[src/rfp_consts.vh]
// Constants for the rail fault protection supervisor
`ifndef RFP_CONSTS_VH
`define RFP_CONSTS_VH

// ----------------------------------------
// Widths
// ----------------------------------------
`define RFP_MV_W        12
`define RFP_PH_N        7
`define RFP_SEC_N       2
`define RFP_STEP_W      8
`define RFP_MASK_W      10

// ----------------------------------------
// Voltage levels in mV
// ----------------------------------------
`define RFP_OV_MARGIN   13'h00AF
`define RFP_UV_MARGIN   13'h0190
`define RFP_UV_ENABLE   12'h1F4
`define RFP_OV_RAMP     13'h0708
`define RFP_OV_OFFSET   13'h0960
`define RFP_SAFE_LEVEL  12'h0FA
`define RFP_OC_FULL     12'h9C4
`define RFP_OC_N3       12'h672
`define RFP_OC_N4       12'h4E2
`define RFP_OC_N5       12'h3E8
`define RFP_OC_N6       12'h33E
`define RFP_OC_SINGLE   12'h60E
`define RFP_IMAX_LEVEL  12'h4D8

// ----------------------------------------
// Timing
// ----------------------------------------
`define RFP_CLK_NS      4
`define RFP_MASK_NS     2000
`define RFP_MASK_CYC    ((`RFP_MASK_NS + `RFP_CLK_NS - 1) / `RFP_CLK_NS)
`define RFP_FAST_NS     50
`define RFP_FAST_CYC    ((`RFP_FAST_NS + `RFP_CLK_NS - 1) / `RFP_CLK_NS)
`define RFP_SLOW_NS     200
`define RFP_SLOW_CYC    ((`RFP_SLOW_NS + `RFP_CLK_NS - 1) / `RFP_CLK_NS)

// ----------------------------------------
// Encodings
// ----------------------------------------
`define RFP_FK_NONE     2'h0
`define RFP_FK_OV       2'h1
`define RFP_FK_UV       2'h2
`define RFP_FK_OC       2'h3
`define RFP_PS_FULL     2'h0
`define RFP_LOW_PHASES  3'h2
`define RFP_N3          3'h3
`define RFP_N4          3'h4
`define RFP_N5          3'h5
`define RFP_N6          3'h6
`define RFP_SEC_MULTI   1'h0
`define RFP_SEC_SINGLE  1'h1

`endif

[src/rfp_sync.v]
// Two-stage synchroniser for asynchronous comparator levels
`include "rfp_consts.vh"

module rfp_sync #(
  parameter W = `RFP_PH_N
) (
  input  wire         clock,
  input  wire         srst,
  input  wire         clockEn,
  input  wire [W-1:0] asyncIn,
  output wire [W-1:0] syncOut
);

  genvar g;
  generate
    for (g = 0; g < W; g = g + 1) begin : gBit
      reg firstQ;
      reg secondQ;
      always @(posedge clock) begin
        if (srst) begin
          firstQ  <= 1'b0;
          secondQ <= 1'b0;
        end else if (clockEn) begin
          firstQ  <= asyncIn[g];
          secondQ <= firstQ;
        end
      end
      assign syncOut[g] = secondQ;
    end
  endgenerate

endmodule // rfp_sync

[src/rfp_oc_thresh.v]
// Total overcurrent threshold selection by power state and phase count
`include "rfp_consts.vh"

module rfp_oc_thresh (
  input  wire [1:0]             powerState,
  input  wire [2:0]             phaseCount,
  output wire [`RFP_MV_W-1:0]   multiOcThr
);

  function [`RFP_MV_W-1:0] scaledLevel;
    input [2:0] n;
    begin
      case (n)
        `RFP_N3: scaledLevel = `RFP_OC_N3;
        `RFP_N4: scaledLevel = `RFP_OC_N4;
        `RFP_N5: scaledLevel = `RFP_OC_N5;
        `RFP_N6: scaledLevel = `RFP_OC_N6;
        default: scaledLevel = `RFP_OC_FULL;
      endcase
    end
  endfunction

  assign multiOcThr = (powerState == `RFP_PS_FULL) ? `RFP_OC_FULL : scaledLevel(phaseCount);

endmodule // rfp_oc_thresh

[src/rfp_supervisor.v]
// Fault supervisor: detection, fault latch, reference ramp and drive sequencing
`include "rfp_consts.vh"

module rfp_supervisor (
  input  wire                   clock,
  input  wire                   srst,
  input  wire                   clockEn,
  input  wire [`RFP_MV_W-1:0]   multiSectionSense,
  input  wire [`RFP_MV_W-1:0]   singleSectionSense,
  input  wire [`RFP_MV_W-1:0]   totalLimitPin,
  input  wire [`RFP_MV_W-1:0]   singleLimitPin,
  input  wire [`RFP_MV_W-1:0]   loadReportPin,
  input  wire [1:0]             voltCmdValid,
  input  wire [`RFP_MV_W-1:0]   voltCmdCode,
  input  wire                   rampFast,
  input  wire                   offsetCommanded,
  input  wire [1:0]             powerStateCommand,
  input  wire [2:0]             phaseCount,
  input  wire [6:0]             phaseCurrentOver,
  input  wire [6:0]             loopPwm,
  input  wire [6:0]             loopPwmOe,
  input  wire [1:0]             loopDriverEnable,
  input  wire [1:0]             railGood,
  output reg  [6:0]             phaseDriveOut,
  output reg  [6:0]             phaseDriveOe,
  output reg  [1:0]             driverEnableOut,
  output reg  [1:0]             railReadyFlag,
  output reg                    faultIndicatorPin,
  output reg  [1:0]             faultKind,
  output reg                    faultSection,
  output reg  [`RFP_MV_W-1:0]   multiReference,
  output reg  [`RFP_MV_W-1:0]   singleReference,
  output reg  [2:0]             activePhases,
  output reg                    maxCurrentReached
);

  // ----------------------------------------
  // Fault latch state
  // ----------------------------------------
  reg  [1:0]            kind_q;
  reg  [1:0]            kind_d;
  reg                   sect_q;
  reg                   sect_d;
  reg                   ovDone_q;
  wire                  latched = (kind_q != `RFP_FK_NONE);
  wire                  ovLatched = (kind_q == `RFP_FK_OV);

  // ----------------------------------------
  // Decode helpers
  // ----------------------------------------
  // Fault flag qualified by the section it names
  function sectionHit;
    input flag;
    input sect;
    input sid;
    begin
      sectionHit = flag && (sect == sid);
    end
  endfunction

  // ----------------------------------------
  // Ramp and mask counts
  // ----------------------------------------
  // Cut to counter widths where they are used
  localparam [31:0] FAST_CYC = `RFP_FAST_CYC;
  localparam [31:0] SLOW_CYC = `RFP_SLOW_CYC;
  localparam [31:0] MASK_CYC = `RFP_MASK_CYC;

  // ----------------------------------------
  // Inputs and thresholds
  // ----------------------------------------
  wire [6:0]            phaseOcSync;
  wire [`RFP_MV_W-1:0]  multiOcThr;
  wire [2*`RFP_MV_W-1:0] senseBus = {singleSectionSense, multiSectionSense};
  wire [2*`RFP_MV_W-1:0] limitBus = {singleLimitPin, totalLimitPin};
  wire [2*`RFP_MV_W-1:0] ocThrBus = {`RFP_OC_SINGLE, multiOcThr};
  wire [2*`RFP_MV_W-1:0] refBus;
  wire [1:0]            ovHit;
  wire [1:0]            uvHit;
  wire [1:0]            ocHit;
  wire [1:0]            aboveRef;
  wire [1:0]            belowSafe;

  rfp_sync #(
    .W        (`RFP_PH_N)
  ) uSync (
    .clock    (clock),
    .srst     (srst),
    .clockEn  (clockEn),
    .asyncIn  (phaseCurrentOver),
    .syncOut  (phaseOcSync)
  );

  rfp_oc_thresh uThresh (
    .powerState (powerStateCommand),
    .phaseCount (phaseCount),
    .multiOcThr (multiOcThr)
  );

  // ----------------------------------------
  // Per-section ramp, mask and detection
  // ----------------------------------------
  genvar s;
  generate
    for (s = 0; s < `RFP_SEC_N; s = s + 1) begin : gSec
      localparam [31:0] SIDX = s;
      localparam [0:0]  SID  = SIDX[0];
      reg  [`RFP_MV_W-1:0]   ref_q;
      reg  [`RFP_MV_W-1:0]   target_q;
      reg  [`RFP_STEP_W-1:0] step_q;
      reg  [`RFP_MASK_W-1:0] mask_q;
      wire [`RFP_MV_W-1:0]   sense = senseBus[s*`RFP_MV_W +: `RFP_MV_W];
      wire [`RFP_MV_W-1:0]   limit = limitBus[s*`RFP_MV_W +: `RFP_MV_W];
      wire [`RFP_MV_W-1:0]   ocThr = ocThrBus[s*`RFP_MV_W +: `RFP_MV_W];
      wire                   ownOv = sectionHit(ovLatched, sect_q, SID);
      wire                   ramping = (ref_q != target_q);
      wire [`RFP_STEP_W-1:0] stepLimit = rampFast ? FAST_CYC[`RFP_STEP_W-1:0] :
                                         SLOW_CYC[`RFP_STEP_W-1:0];
      wire                   masked = ramping || (mask_q != {`RFP_MASK_W{1'b0}});
      wire [`RFP_MV_W:0]     ovThr;

      always @(posedge clock) begin
        if (srst) begin
          ref_q    <= {`RFP_MV_W{1'b0}};
          target_q <= {`RFP_MV_W{1'b0}};
          step_q   <= {`RFP_STEP_W{1'b0}};
          mask_q   <= {`RFP_MASK_W{1'b0}};
        end else if (clockEn) begin
          if (ownOv) begin
            target_q <= `RFP_SAFE_LEVEL;
          end else if (voltCmdValid[s] && !latched) begin
            target_q <= voltCmdCode;
          end
          if (!ramping || step_q >= stepLimit - 1'b1) begin
            step_q <= {`RFP_STEP_W{1'b0}};
          end else begin
            step_q <= step_q + 1'b1;
          end
          if (ramping && step_q >= stepLimit - 1'b1) begin
            if (ref_q < target_q) begin
              ref_q <= ref_q + 1'b1;
            end else begin
              ref_q <= ref_q - 1'b1;
            end
          end
          if (ramping) begin
            mask_q <= MASK_CYC[`RFP_MASK_W-1:0];
          end else if (mask_q != {`RFP_MASK_W{1'b0}}) begin
            mask_q <= mask_q - 1'b1;
          end
        end
      end

      assign ovThr = !masked ? ({1'b0, ref_q} + `RFP_OV_MARGIN) :
                     (offsetCommanded ? `RFP_OV_OFFSET : `RFP_OV_RAMP);
      assign ovHit[s] = ({1'b0, sense} > ovThr);
      assign uvHit[s] = !masked && (ref_q > `RFP_UV_ENABLE) &&
                        (({1'b0, sense} + `RFP_UV_MARGIN) < {1'b0, ref_q});
      assign ocHit[s] = !masked && (limit > ocThr);
      assign aboveRef[s] = (sense > ref_q);
      assign belowSafe[s] = (sense < `RFP_SAFE_LEVEL) && (ref_q == `RFP_SAFE_LEVEL);
      assign refBus[s*`RFP_MV_W +: `RFP_MV_W] = ref_q;
    end
  endgenerate

  // ----------------------------------------
  // Fault latch: first fault wins
  // ----------------------------------------
  always @* begin
    kind_d = kind_q;
    sect_d = sect_q;
    // Same cycle: excess voltage, then low voltage, then current
    // later faults ignored
    if (!latched) begin
      if (ovHit != 2'h0) begin
        kind_d = `RFP_FK_OV;
        sect_d = !ovHit[0];
      end else if (uvHit != 2'h0) begin
        kind_d = `RFP_FK_UV;
        sect_d = !uvHit[0];
      end else if (ocHit != 2'h0) begin
        kind_d = `RFP_FK_OC;
        sect_d = !ocHit[0];
      end
    end
  end

  always @(posedge clock) begin
    if (srst) begin
      kind_q   <= `RFP_FK_NONE;
      sect_q   <= 1'b0;
      ovDone_q <= 1'b0;
    end else if (clockEn) begin
      kind_q <= kind_d;
      sect_q <= sect_d;
      if (ovLatched && belowSafe[sect_q]) begin
        ovDone_q <= 1'b1;
      end
    end
  end

  // ----------------------------------------
  // Phase drive decisions
  // ----------------------------------------
  wire [2:0] phasesLimit;
  wire [6:0] phOut_d;
  wire [6:0] phOe_d;
  wire [1:0] drvEn_d;
  wire [1:0] ready_d;

  assign phasesLimit = ((powerStateCommand != `RFP_PS_FULL) && (phaseCount > `RFP_LOW_PHASES)) ?
                       `RFP_LOW_PHASES : phaseCount;

  genvar p;
  generate
    for (p = 0; p < `RFP_PH_N; p = p + 1) begin : gPh
      localparam [31:0] PIDX = p;
      localparam [2:0]  IDX  = PIDX[2:0];
      localparam [0:0] PSEC = (p == `RFP_PH_N - 1) ? `RFP_SEC_SINGLE : `RFP_SEC_MULTI;
      wire inUse = (PSEC == `RFP_SEC_SINGLE) || (IDX < phasesLimit);
      wire ovFollow = sectionHit(ovLatched, sect_q, PSEC) && !ovDone_q;
      // low when above ramp, else off
      assign phOe_d[p] = !latched ? (inUse && (phaseOcSync[p] || loopPwmOe[p])) :
                         (ovFollow && aboveRef[PSEC]);
      assign phOut_d[p] = (!latched && inUse && !phaseOcSync[p]) ? loopPwm[p] : 1'b0;
    end
    for (s = 0; s < `RFP_SEC_N; s = s + 1) begin : gDrv
      localparam [31:0] SIDX = s;
      localparam [0:0]  SID  = SIDX[0];
      assign drvEn_d[s] = !latched ? loopDriverEnable[s] :
                          (sectionHit(ovLatched, sect_q, SID) && !ovDone_q);
      assign ready_d[s] = railGood[s] && !sectionHit(latched, sect_q, SID);
    end
  endgenerate

  // ----------------------------------------
  // Registered outputs
  // ----------------------------------------
  always @(posedge clock) begin
    if (srst) begin
      phaseDriveOut     <= 7'h00;
      phaseDriveOe      <= 7'h00;
      driverEnableOut   <= 2'h0;
      railReadyFlag     <= 2'h0;
      faultIndicatorPin <= 1'b0;
      faultKind         <= `RFP_FK_NONE;
      faultSection      <= 1'b0;
      multiReference    <= {`RFP_MV_W{1'b0}};
      singleReference   <= {`RFP_MV_W{1'b0}};
      activePhases      <= 3'h0;
      maxCurrentReached <= 1'b0;
    end else if (clockEn) begin
      phaseDriveOut     <= phOut_d;
      phaseDriveOe      <= phOe_d;
      driverEnableOut   <= drvEn_d;
      railReadyFlag     <= ready_d;
      faultIndicatorPin <= ovLatched;
      faultKind         <= kind_q;
      faultSection      <= sect_q;
      multiReference    <= refBus[`RFP_MV_W-1:0];
      singleReference   <= refBus[2*`RFP_MV_W-1:`RFP_MV_W];
      activePhases      <= phasesLimit;
      maxCurrentReached <= (loadReportPin >= `RFP_IMAX_LEVEL);
    end
  end

endmodule // rfp_supervisor

[config.mk]
export PLATFORM = sky130hd
export DESIGN_NAME = rfp_supervisor
export DESIGN_NICKNAME = d
export VERILOG_FILES = /design/src/rfp_sync.v /design/src/rfp_oc_thresh.v /design/src/rfp_supervisor.v
export VERILOG_INCLUDE_DIRS = /design/src
export SDC_FILE = /design/constraint.sdc
export NUM_CORES = 1
export LEC_CHECK = 0
export ABC_AREA = 1
export BUFFER_PORTS_ARGS = -buffer_cell sky130_fd_sc_hd__buf_2
export CAP_MARGIN = 20
export CORE_MARGIN = 2
export CORE_UTILIZATION = 50
export CTS_CLUSTER_SIZE = 14
export DETAILED_ROUTE_END_ITERATION = 12
export PLACE_DENSITY = 0.73
export SETUP_SLACK_MARGIN = 0.2
export SLEW_MARGIN = 20
export SYNTH_ARGS = -nofsm -noshare
export SYNTH_HDL_FRONTEND = slang
export SYNTH_SLANG_ARGS = --single-unit
[constraint.sdc]
create_clock -name clock -period 3.8 [get_ports clock]
set_clock_uncertainty 0.15 [all_clocks]
set_input_delay 0.76 -clock clock [delete_from_list [all_inputs] [get_ports clock]]
set_output_delay 0.76 -clock clock [all_outputs]
set_load 0.02 [all_outputs]
Word level (Yosys, flattened, before mapping) --
Index checks and enable logic that the tools add are counted.
Word-level totals: register bits 152, bits of input ports 109, word-level logic and storage cells 221
Operators by class: reduce and logical (&&, ||, !) cells 93, mux-type cells 43, bitwise operators 2, eq/ne operators 9, magnitude comparators 25, add/subtract/negate cells 13
Operators by type and width (number):
- $mux W12 | 8
- $pmux W12 S4 | 1
- $logic_and A1 B1 Y1 | 43
- $mux W10 | 4
- $gt A12 B12 Y1 | 3
- $add A12 B8 Y13 const B | 2
- $add A12 B9 Y13 const B | 2
- $gt A12 B13 Y1 | 2
- $lt A13 B12 Y1 | 2
- $mux W13 | 2
- $add A12 B1 Y12 const B | 2
- $eq A12 B8 Y1 const B | 2
- $gt A12 B9 Y1 const B | 2
- $lt A12 B12 Y1 | 2
- $lt A12 B8 Y1 const B | 2
- $ne A12 B12 Y1 | 2
- $sub A12 B1 Y12 const B | 2
- $mux W1 | 21
- $reduce_bool A10 Y1 | 2
- $sub A10 B1 Y10 const B | 2
- $logic_not A1 Y1 | 18
- $reduce_bool A2 Y1 | 9
- $add A8 B1 Y8 const B | 2
- $ge A8 B8 Y1 | 2
- other kinds (21) | 46

Logic depth before layout (Yosys ltp) --
Gate-level depths: netlist of run 1.
depth after elaboration 9, mapped depth 24

Modules after synthesis --
From an unflattened synthesis of run 1, not the netlist that was laid out.
Second synthesis, totals: cell total of the unflattened synthesis 1608, area, all modules 11158.2 µm²
Modules (own cells, without submodules):
- rfp_supervisor | times used 1, sequential area each 2762.6 µm², cells an instance 1481, area an instance 10332.4 µm²
- rfp_sync | times used 1, sequential area each 280.3 µm², cells an instance 96, area an instance 674.4 µm²
- rfp_oc_thresh | times used 1, sequential area each 0.0 µm², cells an instance 31, area an instance 151.4 µm²

Worst setup path after synthesis of run 1 --
Ideal clock, no wire load.
path type reg-to-reg, from register gSec[0].ref_q[0], to register sect_q, arrival time 2.817 ns, clock period less this slack 3.082 ns, stages on the path, launching flop included 23, setup slack 0.718 ns, cell sequence dfxtp_1 -> inv_1 -> ha_1 -> nand2_1 -> nor2_1 -> nand3_1 -> or2_2 -> or2_2 -> ha_1 -> nand2_1 -> nor2_1 -> nand2_1 -> nand3_1 -> nand2_1 -> nand2_1 -> nand2_1 -> nand2_1 -> nand3_2 -> nand2_2 -> nor2_2 -> nand2_2 -> a21oi_1 -> nor2_1
On the way: word-level cells in the longest chain between the ends 8
RTL lines:
- start: declaration | line rfp_supervisor.v:108 | reg [`RFP_MV_W-1:0] ref_q;
- start signal: assignment | line rfp_supervisor.v:124 | ref_q <= {`RFP_MV_W{1'b0}};
- start signal: assignment | line rfp_supervisor.v:141 | ref_q <= ref_q + 1'b1;
- start signal: assignment | line rfp_supervisor.v:143 | ref_q <= ref_q - 1'b1;
- parallel branches: the longest is 8 deep, another holds $add A12 B8 Y13
- end signal: assignment | line rfp_supervisor.v:195 | sect_q <= sect_d;
- end: declaration | line rfp_supervisor.v:42 | reg sect_q;
Several ways; the timed one is not identified. The select of a mux whose other input is x is not followed. A chain may end at the register's enable or synchronous reset.

Worst setup path in the final report of run 1 --
from register gSec[0].ref_q[2], to register sect_q
The elaborated chain is that of the path after synthesis.

==> impl_results.md, run 1 <==
* Status: completed
* Die Area at about 0.023 mm2
* Register Area at between 0.003 and 0.004 mm2
* VDD IR max at approximately 0.00035 V
* Synth Area in Compound Gates at about a fifth
* RSZ-0062 raised after global routing: false
* Hold Path End: gSec[1].step_q[7]
* Hold Crit Start: gSec[1].step_q[7]
* Final-layout fill cell count at between 1500 and 2000
* Total CTS buffers at 17
* Pwr Density at between 400 and 500 mW/mm2
* Mean Syn Cell Area at around 7 um2
* Hold depth at 2
* Vias in the first global route at roughly 9900
* Sequential share of the synthesized area at 28.0%
* Combinational share of power at 30.6%
* Drt pass-1 iters at 5
* Dpl cells at between 1500 and 2000
* CP Data Required Time at ~4.0 ns
* DR WL/cell at around 15 um
* Latest clock arrival within the worst-skew pair at 0.44 ns
* Non-Filler Instances at approximately 2000
* Post-Synth XOR/XNOR Area at between 3 and 4%
* Hold Path Class: reg2reg
* Area Growth Syn to Fin at 17.2%
* Netlist cell types at 50
* Post-DP HPWL at roughly 23000 um
* Clock transition at path regs at roughly 0.060 ns
* CTS tree: yes
* Post-Syn Area at roughly 0.011 mm2
* Max cap viols at 0
* Leakage power at slightly above 6 nW
* Antenna viol nets, final at 0
* Adder-cell share of the synthesized area at roughly 17%
* CTS sink cnt at 152
* Max Slew Vio Count at 0
* Internal at ~3.3 mW
* CP arrival at ~3.5 ns
* Residual DRC at 0
* Yosys warnings at 0
* Final min period at between 3 and 4 ns
* Starting Density at 51.3%
* Pin count of the biggest net entering global routing at 91
* FF-to-FF End: sect_q
* Global route total overflow at 0
* Main combinational cell family by area after synthesis: simple AND/OR/NAND/NOR gates
* Setup_tns at 0 ns
* # H-tree levels at 4
* Flop pwr share at about a third
* Leading cell type in the layout, fill and taps excluded: nand2_1
* Commonest non-fill, non-tap cells in the layout: 269 x nand2_1, 177 x inv_1, 169 x a21oi_1, 154 x buf_2, 148 x dfxtp_1
* Post-synthesis mux area share at 0%
* Max Fclk at about 300 MHz
* All-Layer GR Usage at around a quarter
* IO Count at roughly 160
* Core ar. at 0.0212 mm2
* Die W at 151 um
* Switching share of power at between 30% and 40%
* Clk buf depth at 2
* Crit start category: flip-flop
* Slew @ Worst Pin at 0.877 ns
* Critical path class: reg2reg
* Row cnt at 53
* Register-to-register setup slack at around 0.47 ns
* Placer Congestion at between 0.9 and 1
* Crit. End Element: flip-flop
* Multi-input gate area at between 0.006 and 0.007 mm2
* Die height at around 150 um
* Clock power frac at around a third
* Part of the cycle the worst path needs at between 80 and 90%
* Fraction of layout cells with a size suffix above 1 at about 17%
* Cts hold-fix bufs at 0
* Reg-to-Reg Start: gSec[0].ref_q[2]
* NetSw at approximately 1.8 mW
* Worst-path fanout max at 6
* Via Count at between 10000 and 15000
* Post-Synth Simple-Gate Area at between 20% and 30%
* First-pass GRT wire length at 47300 um
* Antenna violations before repair at 0
* Via density at 5.45
* Mapped Cells at approximately 1500
* WL final at between 20000 and 30000 um
* Max_slew headroom at a little over 40%
* Final setup viols at 0
* Worst Reg-to-Reg Cells at 22
* Number of buffers added on ports at around 160
* Yosys reg bits at 152
* Final hold vios at 0
* Nets at between 1500 and 2000
* CTS root buf: clkbuf_16
* Detailed Route Iter0 Violations at 680
* Inserted Diodes at 0
* Syn_nets at approximately 1800
-- layout make-up --
cell class,count,share of cell area (%)
Multi-Input combinational cell,1163,54.8
Sequential cell,152,24.0
Timing Repair Buffer,188,8.15
Inverter,191,5.64
Clock buffer,17,3.35
Tap cell,275,2.71
Clock inverter,15,1.40
-- worst max path at each step --
stage	from	depth (start not counted)	endpoint
2_1_floorplan	gSec[0].ref_q[0]	22	sect_q
3_3_place_gp	gSec[1].ref_q[9]	15	gSec[1].ref_q[9]
3_5_place_dp	gSec[0].ref_q[0]	18	sect_q
4_1_cts	gSec[0].ref_q[0]	18	sect_q
5_1_grt	gSec[1].ref_q[1]	22	sect_q
6_report	gSec[0].ref_q[2]	22	sect_q
-- power groups by stage --
stage                     clock network [mW]  registers [mW]  logic, mW
final                                   1.77            1.79       1.57
after global routing                    1.85            1.80       1.78
after CTS                               1.79            1.79       1.52
after detailed placement                   0            1.82       1.50
after global placement                     0            1.82       1.47
after floorplan                            0            1.85       1.05
-- flip-flops by register name, indices dropped and copies added (netlist names), 12 cells and up --
register         count
gSec.mask_q         20
gSec.ref_q          24
gSec.target_q       24
multiReference      12
gSec.step_q         16
singleReference     12
-- critical path, stage by stage (launching register included) --
cell and delay [ns]:
dfxtp_1 0.40, ha_1 0.32, nand2_1 0.07, nor2_1 0.19, nand3_2 0.15, or2_2 0.38
or2_2 0.29, ha_1 0.27, nand2_1 0.08, nor2_1 0.09, nand2_1 0.05, nand3_1 0.06
nand2_1 0.05, nand2_1 0.06, nand2_1 0.04, nand2_1 0.06, nand3_2 0.09, nand2_2 0.09
nor2_2 0.04, nand2_2 0.07, nand3_1 0.07, nand2_1 0.08, nor2_1 0.04
-- routing by layer --
metal	routed length [um]	up-vias	track usage, %
met5	0	-	0
met3	1900	51	4.04
met4	661	0	7.90
li1	-	5572	-
met1	13600	4926	33.3
met2	13700	349	45.0
-- synth_stat cells, drive strengths merged --
library cell | instances | area, um2
a31o | 1 | 8.76
nor4 | 4 | 25.0
or2 | 6 | 37.5
a31oi | 26 | 163
nor3 | 24 | 125
or3b | 1 | 8.76
dfxtp | 152 | 3040
clkbuf | 28 | 105
and2 | 2 | 12.5
nand4 | 19 | 119
o211ai | 3 | 22.5
o31ai | 4 | 30.0
o21bai | 8 | 60.1
a21o | 4 | 30.0
nand3b | 5 | 37.5
o21ai | 127 | 636
inv | 190 | 713
clkinv | 1 | 3.75
ha | 141 | 1760
xor2 | 30 | 263
o2111ai | 2 | 17.5
nand2 | 277 | 1060
a211oi | 8 | 60.1
o21a | 6 | 45.0
nor2 | 158 | 661
o221ai | 1 | 8.76
a21oi | 170 | 855
xnor2 | 16 | 140
nand3 | 99 | 536
or3 | 2 | 12.5
a221oi | 12 | 118
fa | 2 | 40.0
nor3b | 4 | 35.0
buf | 9 | 55.0
and3 | 1 | 6.26
-- stage by stage --
stage / worst slack (ns) / instance area, um2 / total power [mW] / util, % / hold WS [ns]
after detailed placement: 0.293 / 12000 / 3.33 / 56.8 / 0.284
after global placement: 0.372 / 12000 / 3.29 / 56.8 / 0.275
after floorplan: 0.718 / 10900 / 2.90 / - / 0.264
after global routing: 0.190 / 12700 / 5.43 / 60.1 / 0.313
final: 0.472 / 12700 / 5.13 / 60.1 / 0.291
after CTS: 0.250 / 12600 / 5.10 / 59.6 / 0.297
-- logic make-up after synthesis --
logic type,count (synthesis)
AOI/OAI and AO/OA,372
and+or+nand+nor,602
adders and majority gates,143
DFF,152
xor gates and xnor gates,46
buffers and inverters,228
-- repair_timing --
action	in CTS	in global routing
setup endpoints to repair	0	9
gates resized for setup	0	14
buffers inserted	0	9
Note: power is estimated with default switching activity, not from simulation.
==> inputs of run 2 (changes only) <==
--- a/config.mk
+++ b/config.mk
@@ -14,6 +14,7 @@
 export CTS_CLUSTER_SIZE = 14
 export DETAILED_ROUTE_END_ITERATION = 12
 export PLACE_DENSITY = 0.73
+export REMOVE_ABC_BUFFERS = 1
 export SETUP_SLACK_MARGIN = 0.2
 export SLEW_MARGIN = 20
 export SYNTH_ARGS = -nofsm -noshare
==> run 2 against run 1 <==
  * Utilization fell by 0.35 points
  * Design area fell by 0.59%
  * Die area did not move
==> impl_results.md, run 2 (synthesis results as in run 1) <==
* Number of buffers added on ports at 155 (unchanged)
* Drt pass-1 iters at 5 (unchanged)
* Placement Cell Area at 0.0120 mm2 (about the same)
* Max_slew headroom at 38.4% (was 41.5%)
* Crit. End Element: flip-flop (unchanged)
* Largest regs: gSec.ref_q: 24 flops, gSec.target_q: 24 flops, gSec.mask_q: 20 flops (unchanged)
* WL final at 29100 um (was 29900 um)
* Fraction of layout cells with a size suffix above 1 at 16.0% (was 16.5%)
* Antenna viol nets, final at 0 (unchanged)
* Latest clock arrival within the worst-skew pair at 0.43 ns (was 0.44 ns)
* Commonest non-fill, non-tap cells in the layout: 269 x nand2_1, 178 x inv_1, 169 x a21oi_1, 154 x buf_2, 148 x dfxtp_1 (was 269 x nand2_1, 177 x inv_1, 169 x a21oi_1, 154 x buf_2, 148 x dfxtp_1)
* Final setup viols at 0 (unchanged)
* Clk buf depth at 2 (unchanged)
* RSZ-0062 raised after global routing: true (was false)
* Hold Path Class: reg2reg (unchanged)
* Total power at 5.07 mW (was 5.13 mW)
* Die Area at 0.0229 mm2 (unchanged)
* Core ar. at 0.0212 mm2 (unchanged)
* Global route total overflow at 0 (unchanged)
* Placer Congestion at 0.919 (was 0.940)
* Grt met2 use at 43.6% (was 45.0%)
* Pin count of the biggest net entering global routing at 92 (was 91)
* CP arrival at 3.49 ns (was 3.50 ns)
* Starting Density at 51.3% (unchanged)
* Hold_ws at 0.294 ns (was 0.291 ns)
* Via density at 5.42 (was 5.45)
* IO Count at 159 (unchanged)
* Area Growth Syn to Fin at 16.5% (was 17.2%)
* Post-DP HPWL at 22500 um (was 23100 um)
* Max Fclk at 301 MHz (was 300 MHz)
* Die height at 151 um (unchanged)
* CTS root buf: clkbuf_16 (unchanged)
* Final hold vios at 0 (unchanged)
* Grt met1 use at 33.0% (was 33.3%)
* Row cnt at 53 (unchanged)
* Inserted Diodes at 0 (unchanged)
* Final min period at 3.32 ns (was 3.33 ns)
* DR WL/cell at 14.6 um (was 14.9 um)
* Crit start category: flip-flop (unchanged)
* Clock transition at path regs at 0.07 ns (was 0.06 ns)
* VDD IR max at 0.000331 V (was 0.000354 V)
* Part of the cycle the worst path needs at 87.5% (was 87.6%)
* First-pass GRT wire length at 46500 um (was 47300 um)
* Max Slew Vio Count at 0 (unchanged)
* Cts hold-fix bufs at 0 (unchanged)
* Pwr Density at 401 mW/mm2 (was 403 mW/mm2)
* All-Layer GR Usage at 25.4% (was 26.0%)
* Leakage power at 6.06 nW (was 6.12 nW)
* # H-tree levels at 4 (unchanged)
* Vias in the first global route at 9833 (was 9933)
* Busiest layer in global routing: met2 (unchanged)
* M3 GR Usage at 3.37% (was 4.04%)
* Antenna violations before repair at 0 (unchanged)
* Worst-path fanout max at 8 (was 6)
* Detailed Route Iter0 Violations at 661 (was 680)
* CTS tree: yes (unchanged)
* Critical path class: reg2reg (unchanged)
* Final-layout fill cell count at 1984 (was 1974)
* Max cap viols at 0 (unchanged)
* Die W at 151 um (unchanged)
* Nets at 1958 (was 1965)
* Setup_tns at 0 ns (unchanged)
* Design Area, Final at 0.0126 mm2 (was 0.0127 mm2)
* Residual DRC at 0 (unchanged)
* Slew @ Worst Pin at 0.923 ns (was 0.877 ns)
* Leading cell type in the layout, fill and taps excluded: nand2_1 (unchanged)
* Via Count at 10814 (was 10898)
* Status: completed (unchanged)
* CP Data Required Time at 3.97 ns (about the same)
* CTS sink cnt at 152 (unchanged)
* Total CTS buffers at 17 (unchanged)
==> run 2: layer usage <==
metal  routed length [um]  part of all wire, %
met2                13400                   46
met5                    0                    0
met1                13600                   47
met3                 1560                  5.4
met4                  490                  1.7
==> run 2: critical path, cell delays in order (launching register included) <==
cell	delay (ns)
dfxtp_1	0.50
ha_1	0.30
a21oi_1	0.13
o21ai_0	0.11
nand3_1	0.11
nand3_2	0.22
ha_2	0.47
nand3_1	0.09
nand2_1	0.13
inv_1	0.07
o21a_1	0.19
o21ai_0	0.29
nand3_1	0.12
nand2_1	0.09
xor2_1	0.16
a21oi_1	0.08
==> run 2: worst paths after layout <==
check	from	endpoint	slack, ns	cells after the start
setup reg to reg	gSec[1].ref_q[3]	gSec[1].ref_q[9]	0.48	15
hold reg to reg	gSec[1].step_q[7]	gSec[1].step_q[7]	0.29	2
hold / removal	gSec[1].step_q[7]	gSec[1].step_q[7]	0.29	2
setup / recovery	gSec[1].ref_q[3]	gSec[1].ref_q[9]	0.48	15
==> run 2: final cells by class <==
cell class	count	area [um2]	area share, %
Tap cell	275	344	2.72
Inverter	191	717	5.67
Sequential cell	152	3050	24.1
Clock inverter	14	160	1.27
Timing Repair Buffer	181	973	7.70
Clock buffer	18	439	3.47
Multi-Input combinational cell	1163	6960	55.0
==> run 2: stage by stage <==
| step | worst slack [ns] | std cells | util (%) |
|---|---|---|---|
| floorplan | 0.708 | 1506 | - |
| global placement | 0.365 | 1958 | 56.6 |
| detailed placement | 0.266 | 1958 | 56.6 |
| CTS | 0.253 | 1990 | 59.5 |
| global route | 0.202 | 1994 | 59.8 |
| finish | 0.476 | 1994 | 59.8 |
==> run 2: report_power, final <==
part | switching (mW) | internal, mW
logic | 0.970 | 0.573
registers | 0.0772 | 1.71
clock network | 0.743 | 1.00
==> run 2: repair_timing <==
item                                    CTS  global route
endpoints found under the setup margin    0             6
hold endpoints to repair                  0             0
gates resized for setup                   0            12
buffers inserted                          0             4
==> inputs of run 3 (changes only) <==
--- a/config.mk
+++ b/config.mk
@@ -9,10 +9,11 @@
 export ABC_AREA = 1
 export BUFFER_PORTS_ARGS = -buffer_cell sky130_fd_sc_hd__buf_2
 export CAP_MARGIN = 20
-export CORE_MARGIN = 2
+export CORE_MARGIN = 4
 export CORE_UTILIZATION = 50
 export CTS_CLUSTER_SIZE = 14
 export DETAILED_ROUTE_END_ITERATION = 12
+export MAX_ROUTING_LAYER = met4
 export PLACE_DENSITY = 0.73
 export REMOVE_ABC_BUFFERS = 1
 export SETUP_SLACK_MARGIN = 0.2
==> run 3 against run 2 <==
  * Worst hold slack worse by 0.0074 ns
  * Via count grew 0.71%
  * Combinational power hardly changed
  * Worst setup slack worse by 0.031 ns
  * Clock power is essentially flat
  * Global-route usage down 0.63 points
  * First-iteration DRC count grew 17%
  * Die area grew 5.4%
  * Total power fell by 0.54%
  * Critical path type unchanged
  * Utilization is 0.30 points lower
  * Largest power group unchanged
==> impl_results.md, run 3 (synthesis results as in run 1) <==
* Detailed Route Iter0 Violations at 772 (was 661)
* Inserted Diodes at 0 (unchanged)
* Die W at 155 um (was 151 um)
* Slew @ Worst Pin at 0.920 ns (was 0.923 ns)
* CP Data Required Time at 3.97 ns (about the same)
* All-Layer GR Usage at 24.7% (was 25.4%)
* Non-Filler Instances at 1994 (unchanged)
* Total power at 5.05 mW (was 5.07 mW)
* Hold Path Class: reg2reg (unchanged)
* Drt pass-1 iters at 5 (unchanged)
* Pwr Density at 400 mW/mm2 (was 401 mW/mm2)
* # H-tree levels at 4 (unchanged)
* First-pass GRT wire length at 48000 um (was 46500 um)
* Worst path bufs/invs at 1 (unchanged)
* Latest clock arrival within the worst-skew pair at 0.43 ns (about the same)
* Final hold vios at 0 (unchanged)
* Area Growth Syn to Fin at 16.2% (was 16.5%)
* Crit start category: flip-flop (unchanged)
* Placer Congestion at 0.959 (was 0.919)
* Max Slew Vio Count at 0 (unchanged)
* Die height at 155 um (was 151 um)
* Post-DP HPWL at 22800 um (was 22500 um)
* Antenna violations before repair at 0 (unchanged)
* Global route total overflow at 0 (unchanged)
* Starting Density at 51.2% (was 51.3%)
* Cell count along the critical path at 22 (was 15)
* Worst-path fanout max at 7 (was 8)
* Final setup viols at 0 (unchanged)
* Row cnt at 53 (unchanged)
* CP arrival at 3.53 ns (was 3.49 ns)
* Vias in the first global route at 9947 (was 9833)
* Hold_ws at 0.287 ns (was 0.294 ns)
* Final min period at 3.36 ns (was 3.32 ns)
* Via density at 5.46 (was 5.42)
* Max Fclk at 298 MHz (was 301 MHz)
* Core ar. at 0.0212 mm2 (about the same)
* VDD IR max at 0.000294 V (was 0.000331 V)
* CTS root buf: clkbuf_16 (unchanged)
* Hold depth at 2 (unchanged)
* Critical path cell sequence: ha_1 -> nand2_1 -> nor2_2 -> nand3_2 -> or2_2 -> inv_1 -> nand3_1 -> ha_1 -> nand2_1 -> nor2_1 -> nand2_1 -> nand3_1 -> nand2_1 -> nand2_1 -> nand2_1 -> nand2_1 -> nand3_2 -> nand2_2 -> nor2_2 -> nand2_2 -> a21oi_1 -> nor2_1 (was ha_1 -> a21oi_1 -> o21ai_0 -> nand3_1 -> nand3_2 -> ha_2 -> nand3_1 -> nand2_1 -> inv_1 -> o21a_1 -> o21ai_0 -> nand3_1 -> nand2_1 -> xor2_1 -> a21oi_1)
* Total CTS buffers at 17 (unchanged)
* Status: completed (unchanged)
* Number of buffers added on ports at 155 (unchanged)
* DR WL/cell at 14.7 um (was 14.6 um)
* Critical path class: reg2reg (unchanged)
* Worst Reg-to-Reg Cells at 22 (was 15)
* Pin count of the biggest net entering global routing at 92 (unchanged)
* Fraction of layout cells with a size suffix above 1 at 15.6% (was 16.0%)
* Max cap viols at 0 (unchanged)
* Setup_tns at 0 ns (unchanged)
* Most used cell along the critical path: nand2_1 (was nand3_1)
* Worst setup margin at 0.444 ns (was 0.476 ns)
* Clk buf depth at 2 (unchanged)
* IO Count at 159 (unchanged)
* CP max stage cell: dfxtp_1 (unchanged)
* Die Area at 0.0241 mm2 (was 0.0229 mm2)
* RSZ-0062 raised after global routing: false (was true)
* WL final at 29400 um (was 29100 um)
* Leading cell type in the layout, fill and taps excluded: nand2_1 (unchanged)
* Setup WS pre-CTS at 0.335 ns (was 0.266 ns)
* Commonest non-fill, non-tap cells in the layout: 269 x nand2_1, 178 x inv_1, 169 x a21oi_1, 154 x buf_2, 150 x dfxtp_1 (was 269 x nand2_1, 178 x inv_1, 169 x a21oi_1, 154 x buf_2, 148 x dfxtp_1)
* Via Count at 10891 (was 10814)
* Clock transition at path regs at 0.07 ns (about the same)
* Part of the cycle the worst path needs at 88.3% (was 87.5%)
* CTS sink cnt at 152 (unchanged)
* Nets at 1959 (was 1958)
* Residual DRC at 0 (unchanged)
* CP peak stage delay at 0.39 ns (was 0.50 ns)
* Max_slew headroom at 38.7% (was 38.4%)
* Crit-path leading delay family: simple AND/OR/NAND/NOR gates (was compound AO/OA/AOI/OAI gates)
* Final-layout fill cell count at 1980 (was 1984)
* Crit. End Element: flip-flop (unchanged)
* Antenna viol nets, final at 0 (unchanged)
* Leakage power at 6.06 nW (about the same)
* Largest regs: gSec.ref_q: 24 flops, gSec.target_q: 24 flops, gSec.mask_q: 20 flops (unchanged)
* CTS tree: yes (unchanged)
* Dpl cells at 1960 (was 1958)
## run 3: cell types whose count changed in the layout (fill, tap and decap cells not counted), sizes merged
cell and delta:
inv +2, buf +1, clkbuf -1, clkinv -1
clkinvlp -1
## run 3: per-layer routing
metal	global-route usage, %	vias to the layer above	part of all wire (%)
li1	-	5573	-
met1	32.9	4906	47
met2	39.1	363	44
met3	3.48	49	6.9
met4	7.54	0	2.3
met5	-	-	0
## run 3: repair_timing
item	CTS	global route
buffers inserted	0	3
endpoints found under the setup margin	0	4
resized for setup	0	4
hold buffers	0	0
## run 3: area by class of cell
cell class	count	area, um2	area share [%]
Multi-Input combinational cell	1163	6940	55.0
Clock buffer	17	425	3.37
Clock inverter	14	161	1.28
Tap cell	275	344	2.73
Inverter	191	717	5.68
Timing Repair Buffer	182	981	7.77
Sequential cell	152	3050	24.2
## run 3: final timing paths
path                     startpoint           endpoint  slack, ns
setup / recovery   gSec[0].ref_q[5]             sect_q       0.44
hold / removal    gSec[0].step_q[7]  gSec[0].step_q[7]       0.29
setup reg to reg   gSec[0].ref_q[5]             sect_q       0.44
hold reg to reg   gSec[0].step_q[7]  gSec[0].step_q[7]       0.29
## run 3: worst min-delay path, stage by stage, from the launching register on
cell and delay (ns):
dfxtp_1 0.31, nand2_1 0.06, nor2_1 0.03
## run 3: per-stage QoR
stage | area [um2] | util, %
after floorplan | 10700 | -
after global placement | 12000 | 56.5
after detailed placement | 12000 | 56.5
after CTS | 12600 | 59.3
after global routing | 12600 | 59.5
final | 12600 | 59.5
## run 3: power breakdown
group          internal, mW  leakage (nW)  switching (mW)
Sequential             1.71          1.25          0.0764
Combinational         0.560          4.53           0.965
Clock                 0.983         0.284           0.752
Total                  3.25          6.06            1.79
